==> src/core/ckp_cfg.svh <==
// Offsets, field positions, reset values and timing counts of the clock control block
`ifndef CKP_CFG_SVH
`define CKP_CFG_SVH

// ----------------------------------------------------------------------
// Register indices (byte address = index * 4)
// ----------------------------------------------------------------------
`define CKP_IDX_OSC_ENABLE   6'h00
`define CKP_IDX_OSC_READY    6'h01
`define CKP_IDX_FREEZE       6'h02
`define CKP_IDX_RTC_SELECT   6'h03
`define CKP_IDX_DIVIDER      6'h04
`define CKP_IDX_SYSCLK_SEL   6'h05
`define CKP_IDX_PROTECT_KEY  6'h06

// ----------------------------------------------------------------------
// Field positions
// ----------------------------------------------------------------------
`define CKP_FREEZE_BIT       0
`define CKP_RTC_ON_BIT       0
`define CKP_RTC_CODE_LSB     1
`define CKP_PSA_LSB          2
`define CKP_PSBC_LSB         0

// ----------------------------------------------------------------------
// Reset values
// ----------------------------------------------------------------------
`define CKP_OSC_ENABLE_RST   5'h01
`define CKP_PSA_RST          5'h00
`define CKP_PSBC_RST         2'h0
`define CKP_SYSCLK_RST       3'h0
`define CKP_RTC_CODE_RST     3'h0

// ----------------------------------------------------------------------
// Protection key and timing
// ----------------------------------------------------------------------
`define CKP_PROTECT_KEY      8'hd8
`define CKP_CLK_PERIOD_NS    25
`define CKP_PROTECT_WINDOW_NS 200
`define CKP_PSA_MAX_CODE     5'h11

`endif

==> src/core/ckp_pkg.sv <==
// Types shared by the clock control block
`default_nettype none

package ckp_pkg;

  // One bit per clock source, msb first as in the enable and ready registers
  typedef struct packed {
    logic pll;
    logic ext;
    logic slowOsc;
    logic fastOsc;
    logic dfltOsc;
  } ckp_osc_t;

  // Protected write window
  typedef enum logic {
    KEY_CLOSED,
    KEY_OPEN
  } ckp_key_state_t;

endpackage

`default_nettype wire

==> src/core/ckp_clock_control.sv <==
// Clock prescaler, freeze, real-time counter source and oscillator control
`timescale 1ns/1ps
`default_nettype none
`include "ckp_cfg.svh"

// Behaviour
// - First stage divides by one up to 512
// - First stage code may change while running
// - Second stage divides first stage output
// - Third stage divides second stage output
// - Two-bit code picks second/third stage ratios
// - Freeze blocks clock select and divider writes
// - Freeze stays set until reset
// - Freeze write needs protection key window
// - Three-bit code selects counter clock source
// - Counter source code output ungated, on bit beside it
// - Reset leaves only default oscillator enabled
// - Loop locked flag is status bit four
// - External stable flag is status bit three
// - Default oscillator stable flag is bit zero
// - Fast and slow stable flags bits 1,2
// - Clock select refused if source unstable
module ckp_clock_control (
  // Clock and reset
  input  wire logic             sys_clk,
  input  wire logic             rstn,
  // APB slave
  input  wire logic             psel,
  input  wire logic             penable,
  input  wire logic             pwrite,
  input  wire logic [7:0]       paddr,
  input  wire logic [31:0]      pwdata,
  output logic                  pready_reg,
  output logic [31:0]           prdata_reg,
  output logic                  pslverr_reg,
  // Oscillator control and raw stable levels from the analog sources
  input  wire ckp_pkg::ckp_osc_t oscStable,
  output ckp_pkg::ckp_osc_t     oscEnable_reg,
  output logic [2:0]            sysClkSel_reg,
  // Derived clock enables
  output logic                  quarterRateTick,
  output logic                  halfRateTick,
  output logic                  cpuTick,
  // Real-time counter source and freeze flag
  output logic [2:0]            rtcSourceCode_reg,
  output logic                  rtcSourceOn_reg,
  output logic                  frozen_reg
);

  localparam int WinCycles = `CKP_PROTECT_WINDOW_NS / `CKP_CLK_PERIOD_NS;

  // ----------------------------------------------------------------------
  // Decode helpers
  // ----------------------------------------------------------------------
  // First stage code is legal when zero or odd up to the largest ratio
  function automatic logic psaValid(input logic [4:0] code);
    return (code == 5'h00) || (code[0] && (code <= `CKP_PSA_MAX_CODE));
  endfunction

  // First stage code to power of two
  function automatic logic [3:0] psaShift(input logic [4:0] code);
    logic [5:0] t;
    t = {1'b0, code} + 6'h01;
    return (code == 5'h00) ? 4'h0 : t[4:1];
  endfunction

  // Stable flag of the source that a clock select code names
  function automatic logic sysSrcReady(input logic [2:0] code, input ckp_pkg::ckp_osc_t rdy);
    logic r;
    r = 1'b0;
    case (code)
      3'h0:    r = rdy.dfltOsc;
      3'h1:    r = rdy.fastOsc;
      3'h2:    r = rdy.slowOsc;
      3'h3:    r = rdy.ext;
      3'h4:    r = rdy.pll;
      default: r = 1'b0;
    endcase
    return r;
  endfunction

  // ----------------------------------------------------------------------
  // State
  // ----------------------------------------------------------------------
  ckp_pkg::ckp_osc_t       oscMeta_reg;
  ckp_pkg::ckp_osc_t       oscSync_reg;
  ckp_pkg::ckp_osc_t       oscReady_reg;
  ckp_pkg::ckp_key_state_t keyState_reg;
  ckp_pkg::ckp_key_state_t keyState_next;
  logic [7:0]              win_reg;
  logic [7:0]              win_next;
  logic [4:0]              psaCode_reg;
  logic [1:0]              psbcCode_reg;
  logic [31:0]             rdNext;

  // ----------------------------------------------------------------------
  // Bus decode
  // ----------------------------------------------------------------------
  wire logic [5:0] regIdx    = paddr[7:2];
  wire logic       aligned   = (paddr[1:0] == 2'b00);
  wire logic       hitOscEn  = aligned && (regIdx == `CKP_IDX_OSC_ENABLE);
  wire logic       hitOscRdy = aligned && (regIdx == `CKP_IDX_OSC_READY);
  wire logic       hitFreeze = aligned && (regIdx == `CKP_IDX_FREEZE);
  wire logic       hitRtc    = aligned && (regIdx == `CKP_IDX_RTC_SELECT);
  wire logic       hitDiv    = aligned && (regIdx == `CKP_IDX_DIVIDER);
  wire logic       hitSys    = aligned && (regIdx == `CKP_IDX_SYSCLK_SEL);
  wire logic       hitKey    = aligned && (regIdx == `CKP_IDX_PROTECT_KEY);
  wire logic       mapped    = hitOscEn | hitOscRdy | hitFreeze | hitRtc | hitDiv | hitSys
                               | hitKey;
  wire logic       setupPh   = psel && !penable;
  wire logic       wrEdge    = psel && penable && pready_reg && pwrite;
  wire logic       keyOpen   = (keyState_reg == ckp_pkg::KEY_OPEN);
  wire logic       protWr    = wrEdge && keyOpen;

  // Write qualifiers
  wire logic [4:0] psaWr     = pwdata[`CKP_PSA_LSB +: 5];
  wire logic [2:0] rtcWr     = pwdata[`CKP_RTC_CODE_LSB +: 3];
  wire logic       freezeSet = protWr && hitFreeze && pwdata[`CKP_FREEZE_BIT];
  wire logic       divWrOk   = protWr && hitDiv && !frozen_reg && psaValid(psaWr);
  wire logic       sysWrOk   = protWr && hitSys && !frozen_reg
                               && sysSrcReady(pwdata[2:0], oscReady_reg);
  wire logic       rtcWrOk   = wrEdge && hitRtc && (rtcWr != 3'h3) && (rtcWr != 3'h4);
  wire logic       oscWr     = wrEdge && hitOscEn;

  // Read data mux
  always_comb begin
    rdNext = 32'h0000_0000;
    if (hitOscEn) begin
      rdNext[4:0] = oscEnable_reg;
    end else if (hitOscRdy) begin
      rdNext[4:0] = oscReady_reg;
    end else if (hitFreeze) begin
      rdNext[`CKP_FREEZE_BIT] = frozen_reg;
    end else if (hitRtc) begin
      rdNext[3:0] = {rtcSourceCode_reg, rtcSourceOn_reg};
    end else if (hitDiv) begin
      rdNext[6:0] = {psaCode_reg, psbcCode_reg};
    end else if (hitSys) begin
      rdNext[2:0] = sysClkSel_reg;
    end
  end

  // Zero-wait slave: data captured in setup, ready in the access cycle
  always_ff @(posedge sys_clk) begin
    if (!rstn) begin
      pready_reg  <= 1'b0;
      prdata_reg  <= 32'h0000_0000;
      pslverr_reg <= 1'b0;
    end else begin
      pready_reg  <= setupPh;
      pslverr_reg <= setupPh && !mapped;
      if (setupPh) begin
        prdata_reg <= rdNext;
      end
    end
  end

  // ----------------------------------------------------------------------
  // Protection window: key opens, one protected write or timeout closes
  // ----------------------------------------------------------------------
  always_comb begin
    keyState_next = keyState_reg;
    win_next      = win_reg;
    case (keyState_reg)
      ckp_pkg::KEY_CLOSED: begin
        if (wrEdge && hitKey && (pwdata[7:0] == `CKP_PROTECT_KEY)) begin
          keyState_next = ckp_pkg::KEY_OPEN;
          win_next      = 8'(WinCycles);
        end
      end
      ckp_pkg::KEY_OPEN: begin
        if (protWr && (hitFreeze || hitDiv || hitSys)) begin
          keyState_next = ckp_pkg::KEY_CLOSED;
          win_next      = 8'h00;
        end else if (win_reg <= 8'h01) begin
          keyState_next = ckp_pkg::KEY_CLOSED;
          win_next      = 8'h00;
        end else begin
          win_next = win_reg - 8'h01;
        end
      end
      default: begin
        keyState_next = ckp_pkg::KEY_CLOSED;
        win_next      = 8'h00;
      end
    endcase
  end

  // Window registers
  always_ff @(posedge sys_clk) begin
    if (!rstn) begin
      keyState_reg <= ckp_pkg::KEY_CLOSED;
      win_reg      <= 8'h00;
    end else begin
      keyState_reg <= keyState_next;
      win_reg      <= win_next;
    end
  end

  // ----------------------------------------------------------------------
  // Configuration registers
  // ----------------------------------------------------------------------
  // Freeze only sets; reset alone clears it
  always_ff @(posedge sys_clk) begin
    if (!rstn) begin
      frozen_reg <= 1'b0;
    end else if (freezeSet) begin
      frozen_reg <= 1'b1;
    end
  end

  // Divider codes and clock select, each write gated by freeze and key
  always_ff @(posedge sys_clk) begin
    if (!rstn) begin
      psaCode_reg   <= `CKP_PSA_RST;
      psbcCode_reg  <= `CKP_PSBC_RST;
      sysClkSel_reg <= `CKP_SYSCLK_RST;
    end else begin
      if (divWrOk) begin
        psaCode_reg  <= psaWr;
        psbcCode_reg <= pwdata[`CKP_PSBC_LSB +: 2];
      end
      if (sysWrOk) begin
        sysClkSel_reg <= pwdata[2:0];
      end
    end
  end

  // Counter source select; reserved codes leave the old source
  always_ff @(posedge sys_clk) begin
    if (!rstn) begin
      rtcSourceCode_reg <= `CKP_RTC_CODE_RST;
      rtcSourceOn_reg   <= 1'b0;
    end else if (rtcWrOk) begin
      rtcSourceCode_reg <= rtcWr;
      rtcSourceOn_reg   <= pwdata[`CKP_RTC_ON_BIT];
    end
  end

  // Oscillator enables; only the default source runs after reset
  always_ff @(posedge sys_clk) begin
    if (!rstn) begin
      oscEnable_reg <= `CKP_OSC_ENABLE_RST;
    end else if (oscWr) begin
      oscEnable_reg <= pwdata[4:0];
    end
  end

  // ----------------------------------------------------------------------
  // Stable levels: two-flop synchroniser, then gated by the enables
  // ----------------------------------------------------------------------
  always_ff @(posedge sys_clk) begin
    if (!rstn) begin
      oscMeta_reg  <= 5'h00;
      oscSync_reg  <= 5'h00;
      oscReady_reg <= 5'h00;
    end else begin
      oscMeta_reg  <= oscStable;
      oscSync_reg  <= oscMeta_reg;
      oscReady_reg <= oscSync_reg & oscEnable_reg;
    end
  end

  // ----------------------------------------------------------------------
  // Prescaler chain
  // ----------------------------------------------------------------------
  wire logic [3:0] shiftA = psaShift(psaCode_reg);
  wire logic [3:0] shiftB = (psbcCode_reg == 2'b10) ? 4'h2
                          : (psbcCode_reg == 2'b11) ? 4'h1 : 4'h0;
  wire logic [3:0] shiftC = psbcCode_reg[0] ? 4'h1 : 4'h0;

  // First stage runs on every system clock
  ckp_divider u_stage_a (
    .sys_clk      (sys_clk),
    .rstn         (rstn),
    .inPulse      (1'b1),
    .shiftNext    (shiftA),
    .outPulse_reg (quarterRateTick)
  );

  // Second stage divides the quarter-rate ticks
  ckp_divider u_stage_b (
    .sys_clk      (sys_clk),
    .rstn         (rstn),
    .inPulse      (quarterRateTick),
    .shiftNext    (shiftB),
    .outPulse_reg (halfRateTick)
  );

  // Third stage divides the half-rate ticks into processor ticks
  ckp_divider u_stage_c (
    .sys_clk      (sys_clk),
    .rstn         (rstn),
    .inPulse      (halfRateTick),
    .shiftNext    (shiftC),
    .outPulse_reg (cpuTick)
  );

  // ----------------------------------------------------------------------
  // Checks
  // ----------------------------------------------------------------------
  a_freeze_sticky: assert property (@(posedge sys_clk) disable iff (!rstn)
    frozen_reg |=> frozen_reg)
    else $error("freeze bit cleared without reset");

  a_frozen_divider: assert property (@(posedge sys_clk) disable iff (!rstn)
    (frozen_reg && wrEdge && (hitDiv || hitSys)) |=>
      ($stable(psaCode_reg) && $stable(psbcCode_reg) && $stable(sysClkSel_reg)))
    else $error("clock settings changed while frozen");

  a_freeze_key: assert property (@(posedge sys_clk) disable iff (!rstn)
    (wrEdge && hitFreeze && !keyOpen && !frozen_reg) |=> !frozen_reg)
    else $error("freeze set without protection key");

  a_ready_enable: assert property (@(posedge sys_clk) disable iff (!rstn)
    1'b1 |=> ((oscReady_reg & ~$past(oscEnable_reg)) == 5'h00))
    else $error("stable flag set for a disabled source");

  a_pll_ready: assert property (@(posedge sys_clk) disable iff (!rstn)
    (oscEnable_reg.pll && oscStable.pll)[*3] ##1 (oscEnable_reg.pll && oscStable.pll)
      |=> oscReady_reg.pll)
    else $error("locked flag missing for an enabled stable loop");

  a_ext_ready: assert property (@(posedge sys_clk) disable iff (!rstn)
    $fell(oscEnable_reg.ext) |=> !oscReady_reg.ext[*2])
    else $error("external stable flag kept after disable");

  a_sysclk_refuse: assert property (@(posedge sys_clk) disable iff (!rstn)
    (protWr && hitSys && !sysSrcReady(pwdata[2:0], oscReady_reg)) |=> $stable(sysClkSel_reg))
    else $error("clock select taken for an unstable source");

  a_rtc_reserved: assert property (@(posedge sys_clk) disable iff (!rstn)
    (wrEdge && hitRtc && ((rtcWr == 3'h3) || (rtcWr == 3'h4))) |=> $stable(rtcSourceCode_reg))
    else $error("reserved counter source code accepted");

  a_reset_default: assert property (@(posedge sys_clk)
    !rstn |=> (oscEnable_reg == 5'h01) && !frozen_reg && (sysClkSel_reg == 3'h0))
    else $error("wrong oscillator defaults after reset");

  c_freeze_set: cover property (@(posedge sys_clk) disable iff (!rstn) $rose(frozen_reg));
  c_div_change: cover property (@(posedge sys_clk) disable iff (!rstn) divWrOk);
  c_sys_switch: cover property (@(posedge sys_clk) disable iff (!rstn) sysWrOk);
  c_key_timeout: cover property (@(posedge sys_clk) disable iff (!rstn)
    keyOpen ##1 (!keyOpen && !$past(protWr)));

endmodule // ckp_clock_control

`default_nettype wire

==> src/core/ckp_divider.sv <==
// Power-of-two pulse divider stage with change only at a period boundary
`timescale 1ns/1ps
`default_nettype none

module ckp_divider #(
  parameter int SHIFT_W = 4,
  parameter int CNT_W   = 9
) (
  // Clock and reset
  input  wire logic               sys_clk,
  input  wire logic               rstn,
  // Input rate and requested ratio
  input  wire logic               inPulse,
  input  wire logic [SHIFT_W-1:0] shiftNext,
  // Divided rate
  output logic                    outPulse_reg
);

  logic [SHIFT_W-1:0] shift_reg;
  logic [CNT_W-1:0]   cnt_reg;
  wire  logic [CNT_W-1:0] limit;
  wire  logic             wrap;

  // Last count of the current period and the period end
  assign limit = ~({CNT_W{1'b1}} << shift_reg);
  assign wrap  = inPulse && (cnt_reg == limit);

  // New ratio only taken at a wrap, so no period is ever cut short
  always_ff @(posedge sys_clk) begin
    if (!rstn) begin
      shift_reg    <= '0;
      cnt_reg      <= '0;
      outPulse_reg <= 1'b0;
    end else begin
      outPulse_reg <= wrap;
      if (wrap) begin
        cnt_reg   <= '0;
        shift_reg <= shiftNext;
      end else if (inPulse) begin
        cnt_reg <= cnt_reg + 1'b1;
      end
    end
  end

  // ----------------------------------------------------------------------
  // Checks
  // ----------------------------------------------------------------------
  a_out_on_wrap: assert property (@(posedge sys_clk) disable iff (!rstn)
    wrap |=> outPulse_reg ##1 (outPulse_reg == $past(wrap)))
    else $error("divided pulse does not follow the period end");

  a_shift_at_wrap: assert property (@(posedge sys_clk) disable iff (!rstn)
    !wrap |=> $stable(shift_reg))
    else $error("ratio changed inside a period");

endmodule // ckp_divider

`default_nettype wire

==> config.mk <==
export PLATFORM = sky130hd
export DESIGN_NAME = ckp_clock_control
export DESIGN_NICKNAME = d
export VERILOG_FILES = /design/src/core/ckp_pkg.sv /design/src/core/ckp_clock_control.sv /design/src/core/ckp_divider.sv
export VERILOG_INCLUDE_DIRS = /design/src /design/src/core
export SDC_FILE = /design/constraint.sdc
export NUM_CORES = 1
export LEC_CHECK = 0
export BUFFER_PORTS_ARGS = -buffer_cell sky130_fd_sc_hd__buf_2
export CAP_MARGIN = 20
export CORE_MARGIN = 2
export CORE_UTILIZATION = 35
export DETAILED_ROUTE_END_ITERATION = 8
export GPL_TIMING_DRIVEN = 0
export HOLD_SLACK_MARGIN = 0.02
export PLACE_DENSITY = 0.6
export SYNTH_ARGS = -nofsm -noshare
export SYNTH_HDL_FRONTEND = slang
export SYNTH_SLANG_ARGS = --single-unit
==> constraint.sdc <==
create_clock -name sys_clk -period 3.1 [get_ports sys_clk]
set_input_delay 0.775 -clock sys_clk [delete_from_list [all_inputs] [get_ports sys_clk]]
set_output_delay 0.775 -clock sys_clk [all_outputs]
set_load 0.01 [all_outputs]
[Yosys cells after proc, flatten, opt, wreduce, memory -nomap -nowiden]
Cells that the tools add are included.
Word-level totals
  register bits after elaboration: 95
Cells by class
  $add $sub $neg: 5
  $lt $le $gt $ge: 2
  equal/unequal tests: 19
  shift operators: 3
  mux-type cells: 24
  bitwise gates (word level): 12
  reduce and logical (&&, ||, !) cells: 45
Operators with widths (number)
  $logic_and A1 B1 Y1: 31
  $add A9 B1 Y9 const B: 3
  $eq A9 B9 Y1: 3
  $not A9 Y9: 3
  $shl A9 B4 Y9 const A: 3
  $mux W8: 3
  $eq A6 B3 Y1 const B: 3
  $pmux W8 S2: 1
  $eq A6 B2 Y1 const B: 2
  $mux W4: 3
  $logic_not A5 Y1: 2
  $mux W5: 2
  $mux W3: 3
  $eq A8 B8 Y1 const B: 1
  $le A8 B1 Y1 const B: 1
  $sub A8 B1 Y8 const B: 1
  $eq A3 B2 Y1 const B: 2
  $eq A6 B1 Y1 const B: 1
  $logic_not A6 Y1: 1
  $mux W1: 6
  $mux W2: 3
  $mux W6: 1
  $or A1 B1 Y1: 6
  $reduce_or A2 Y1: 3
  16 further kinds: 22

[Depth between registers and ports, before layout]
  depth after elaboration: 10
  gate-level depth with buffers: 8

[Modules after synthesis]
From an unflattened synthesis, not the netlist that was laid out.
Second synthesis, totals
  cell total of the unflattened synthesis: 579
  area, all modules: 5288.8 um2
By module, submodules not included
  ckp_clock_control: instances 1, cells each 312, area each 2650.0 um2, sequential area each 1061.0 um2
  ckp_divider: instances 3, cells each 89, area each 879.6 um2, sequential area each 280.3 um2

[Least setup slack after synthesis]
No wires, ideal clock.
  path kind: input-to-reg
  start: input port paddr[0]
  end: register win_reg[3]
  setup time: 0.116 ns
  arrival time: 2.313 ns
  data required time: 2.984 ns
  path slack: 0.671 ns
  stages: 7
  cells stage by stage: or4_1 > clkbuf_1 > a2111oi_4 > or2_2 > clkbuf_1 > a21oi_1 > o211a_1
On the way
  word-level cells in the longest chain between the ends: 7
  elaborated cells between the ends (all ways): 13
Ends and longest elaborated chain
  start: declaration: RTL line ckp_clock_control.sv:31  | input wire logic [7:0] paddr,
  $logic_not A2 Y1 (*): RTL line ckp_clock_control.sv:100  | wire logic aligned = (paddr[1:0] == 2'b00);
  $logic_and A1 B1 Y1, on equally long branches: RTL line ckp_clock_control.sv:103, ckp_clock_control.sv:105
  $logic_or A1 B1 Y1 (2 in series): RTL line ckp_clock_control.sv:172  | if (protWr && (hitFreeze || hitDiv || hitSys)) begin
  $logic_and A1 B1 Y1: RTL line ckp_clock_control.sv:172
  $mux W8: RTL line ckp_clock_control.sv:172
  $pmux W8 S2: RTL line ckp_clock_control.sv:164  | case (keyState_reg)
  end signal: assignment: RTL line ckp_clock_control.sv:196  | win_reg <= win_next;
  end: declaration: RTL line ckp_clock_control.sv:90  | logic [7:0] win_reg;
Every way passes the cells marked *; elsewhere a longest branch is shown, timed or not.
A chain may end at the register's enable or synchronous reset.

[Worst setup path in the final report]
  start: input port paddr[0]
  end: register oscEnable_reg[3] (netlist bit)
On the way
  word-level cells in the longest chain between the ends: 3
Ends and longest elaborated chain
  $logic_not A2 Y1: RTL line ckp_clock_control.sv:100
  $logic_and A1 B1 Y1: RTL line ckp_clock_control.sv:101  | wire logic hitOscEn = aligned && (regIdx == `CKP_IDX_OSC_ENABLE);
  $logic_and A1 B1 Y1: RTL line ckp_clock_control.sv:123  | wire logic oscWr = wrEdge && hitOscEn;
  end signal: assignment: RTL line ckp_clock_control.sv:243  | oscEnable_reg <= `CKP_OSC_ENABLE_RST;
  end signal: assignment: RTL line ckp_clock_control.sv:245  | oscEnable_reg <= pwdata[4:0];
  end: declaration: RTL line ckp_clock_control.sv:38  | output ckp_pkg::ckp_osc_t oscEnable_reg,
Every way passes these cells.

==> metrics.md <==
| Metric | Value |
|---|---|
| Req. time, crit path | 3.31 ns |
| Number of vias per cell | 4.823 |
| RSZ-0062 raised after global routing | false |
| GRT busiest layer | met2 |
| Global Route met3 Usage | 5.501% |
| Main area contributors after synthesis | dfxtp_1 41%, mux2i_1 6.3%, nor2_1 5.2%, buf_4 4.2%, nand2_1 4.2% |
| Postcts setup bufs | 0 |
| Worst hold path type | register to register |
| Via Count | 3709 |
| Final RePlAce weighted congestion | 0.9131 |
| Post-Synthesis Cells | 510 |
| Worst skew pair latency | 0.34 ns |
| Worst Path Arrival | 2.71 ns |
| Clock buffer count from CTS | 9 |
| Critical path's largest stage delay | 0.50 ns |
| Row cnt | 41 |
| R2R cell count | 7 |
| Hold_buf cts | 0 |
| Predominant post-synthesis flop cell | dfxtp_1 |
| CTS-repair resized insts | 0 |
| Startpoint types | input port |
| Seq/Total Area, Yosys | 40.65% |
| Worst r2r dst | u_stage_a.outPulse_reg |
| Area share of the largest cell type after synthesis | 40.65% |
| Critical Path, Cell by Cell | buf_2, or4_1, clkbuf_1, nor4_2, nand3_1, mux2i_1, nor2_1 |
| Crit path launch | paddr[0] |
| DP HPWL | 8105 um |
| Commonest cells post-synth | 90 x dfxtp_1, 61 x nor2_1, 50 x nand2_1, 28 x mux2i_1, 25 x buf_4 |
| Placed Cells incl. Taps | 753 |
| Final Non-Filler Cells | 769 |
| Largest net degree at the start of global routing | 15 |
| 1st-pass router iterations | 4 |
| Avg Inst Size Synth | 8.690 sq um |
| Reg2Reg Launch Point | u_stage_a.cnt_reg[4] |
| Initial drt markers | 202 |
| Die area | 13580 sq um |
| First-pass GRT wire length | 17510 um |
| Most frequent cell after synthesis | dfxtp_1 |
| FF+latch area | 1802 sq um |
| Fin. max-slew vios | 0 |
| GR Util met2 | 27.21% |
| Mapped cell area | 4432 sq um |
| CP max FO | 6 |
| Total track usage | 16.70% |
| Synth warn | 0 |
| Status | finished, final reports clean |
| Clock input transition at the sequential cells of the worst setup and hold paths | 0.06 ns |
| Die extent in y | 116.5 um |
| Share of cells above drive strength 1 | 18.43% |
| Clk root buf | clkbuf_16 |
| P per Cell Area | 464.1 nW/um^2 |
| Remaining antenna violation count | 0 |
| FMAX | 399.2 MHz |
| Fill count | 1282 |
| VDD IR max | 0.2456 mV |
| Multi-input gate area | 2365 sq um |
| Number of synthesized flops with an enable pin | 0 |
| CP endpoint kind | register |
| Total Nets Final | 649 |
| Fin crit period | 2.505 ns |
| Reg2Reg Setup Slack | 0.96 ns |
| Port buffer count | 47 |
| Area growth syn-to-layout | 19.09% |
| Global route overflow | 0 |
| Post-Route WL | 10670 um |
| Horiz. Die Dim | 116.5 um |
| Synthesis-stage register bit count | 90 |
| CTS Buffer Depth | 2 |
| Hold Vio Cnt, Final | 0 |
| Synth area leader | dfxtp_1 |
| H-tree depth | 3 |
| Rel. slew slack | 57.63% |
| Final Cycle Share | 80.81% |
| Initial Util | 35.55% |
| Netlist cell types | 63 |
| CP max-delay cell | or4_1 |
| Remaining routing DRC violations | 0 |
| Max_cap viols | 0 |
| Global Route met1 Usage | 21.06% |
| CP Class | input port to register |
| Pleak | 2.313 nW |
| Slew @ Worst Pin | 0.6355 ns |
| CTS tree | done |
| CORE AREA | 12470 sq um |
| Final Skew | 0.005686 ns |
| WHS Path Cells | 1 |
| Number of global-route vias before repair | 3614 |
| Post-synth ARST share | 0% |
| Setup Viol. Count Final | 0 |
| Sum Neg Setup Slack | 0 ns |
| CP endpoint | oscEnable_reg[3] |
| Routed len/inst | 13.87 um |
| Number of diodes | 0 |
| Initial antenna violation count | 0 |
| CTS sink count | 90 |
| IO Pins | 100 |
[stage by stage]
stage	utilization [%]	instance area, sq um	power, W	hold WS (ns)	setup WS (ns)
floorplan	-	4522	0.001312	0.4119	0.6711
global placement	39.89	4972	0.001361	0.4278	0.2515
detailed placement	39.89	4972	0.001363	0.4255	0.2657
CTS	42.34	5278	0.002481	0.4400	0.6291
global route	42.34	5278	0.002555	0.4683	0.4519
finish	42.34	5278	0.002450	0.4356	0.5949
[where the power goes]
| group | total, W | switching, W | internal, W |
|---|---|---|---|
| Combinational | 0.000160 | 0.0000965 | 0.0000632 |
| Sequential | 0.00118 | 0.00000864 | 0.00117 |
| Clock | 0.00111 | 0.000448 | 0.000664 |
[layout by cell type, fill, tap and decap left out, types with 4 or more instances in the layout]
cell type / Yosys / layout
nand4_1: 6 / 6
a31oi_1: 4 / 4
buf_4: 25 / 25
ha_1: 7 / 7
and3_1: 11 / 11
xor2_1: 15 / 15
a21oi_1: 20 / 20
dfxtp_1: 90 / 90
clkbuf_16: 0 / 9
and2_1: 11 / 11
nor4_1: 7 / 7
inv_1: 10 / 10
or3_1: 8 / 8
xnor2_1: 12 / 12
o2111ai_1: 5 / 5
clkbuf_1: 17 / 17
mux2i_1: 28 / 28
nor3_1: 18 / 18
o21ai_0: 8 / 8
nand2b_1: 8 / 8
nor4b_1: 4 / 4
nor2_1: 61 / 61
conb_1: 1 / 25
nand2_1: 50 / 50
nand3_1: 23 / 23
buf_2: 3 / 50
[worst min path at each step]
stage / end / slack (ns) / from
3_5_place_dp: oscSync_reg[1] / 0.43 / oscMeta_reg[1]
2_1_floorplan: oscSync_reg[0] / 0.41 / oscMeta_reg[0]
5_1_grt: prdata_reg[3] / 0.47 / prdata_reg[3]
4_1_cts: oscSync_reg[1] / 0.44 / oscMeta_reg[1]
6_report: oscSync_reg[1] / 0.44 / oscMeta_reg[1]
3_3_place_gp: oscSync_reg[3] / 0.43 / oscMeta_reg[3]
[final cells by class]
type	instances	share of cell area, %
inverter	11	0.7824
multi-input combinational	382	44.81
sequential	90	34.14
tap	172	4.078
buffer	51	5.951
clock buffer	11	4.789
clock inverter	5	0.9957
timing repair buffer	47	4.457
[worst max-delay path: cells and delay by family]
| family | cells | cell delay [ns] |
|---|---|---|
| muxes | 1 | 0.25 |
| buffers and inverters | 2 | 0.30 |
| and+or+nand+nor | 4 | 1.38 |
[kinds of logic after synthesis]
family                   share of synthesized area (%)
AO/OA/AOI/OAI                                    10.25
multiplexers                                     6.832
XOR/XNOR                                         5.336
AND/OR/NAND/NOR                                  26.62
flip-flops                                       40.66
other                                          0.08462
buffers and inverters                            8.018
adder cells (fa/ha/maj)                          2.202
[routing by layer]
layer / up-vias / routed length, um
met3: 12 / 571
met4: 0 / 136
li1: 1894 / -
met1: 1708 / 5008
met5: - / 0
met2: 95 / 4952
No activity file was read; power rests on OpenSTA's default activity.
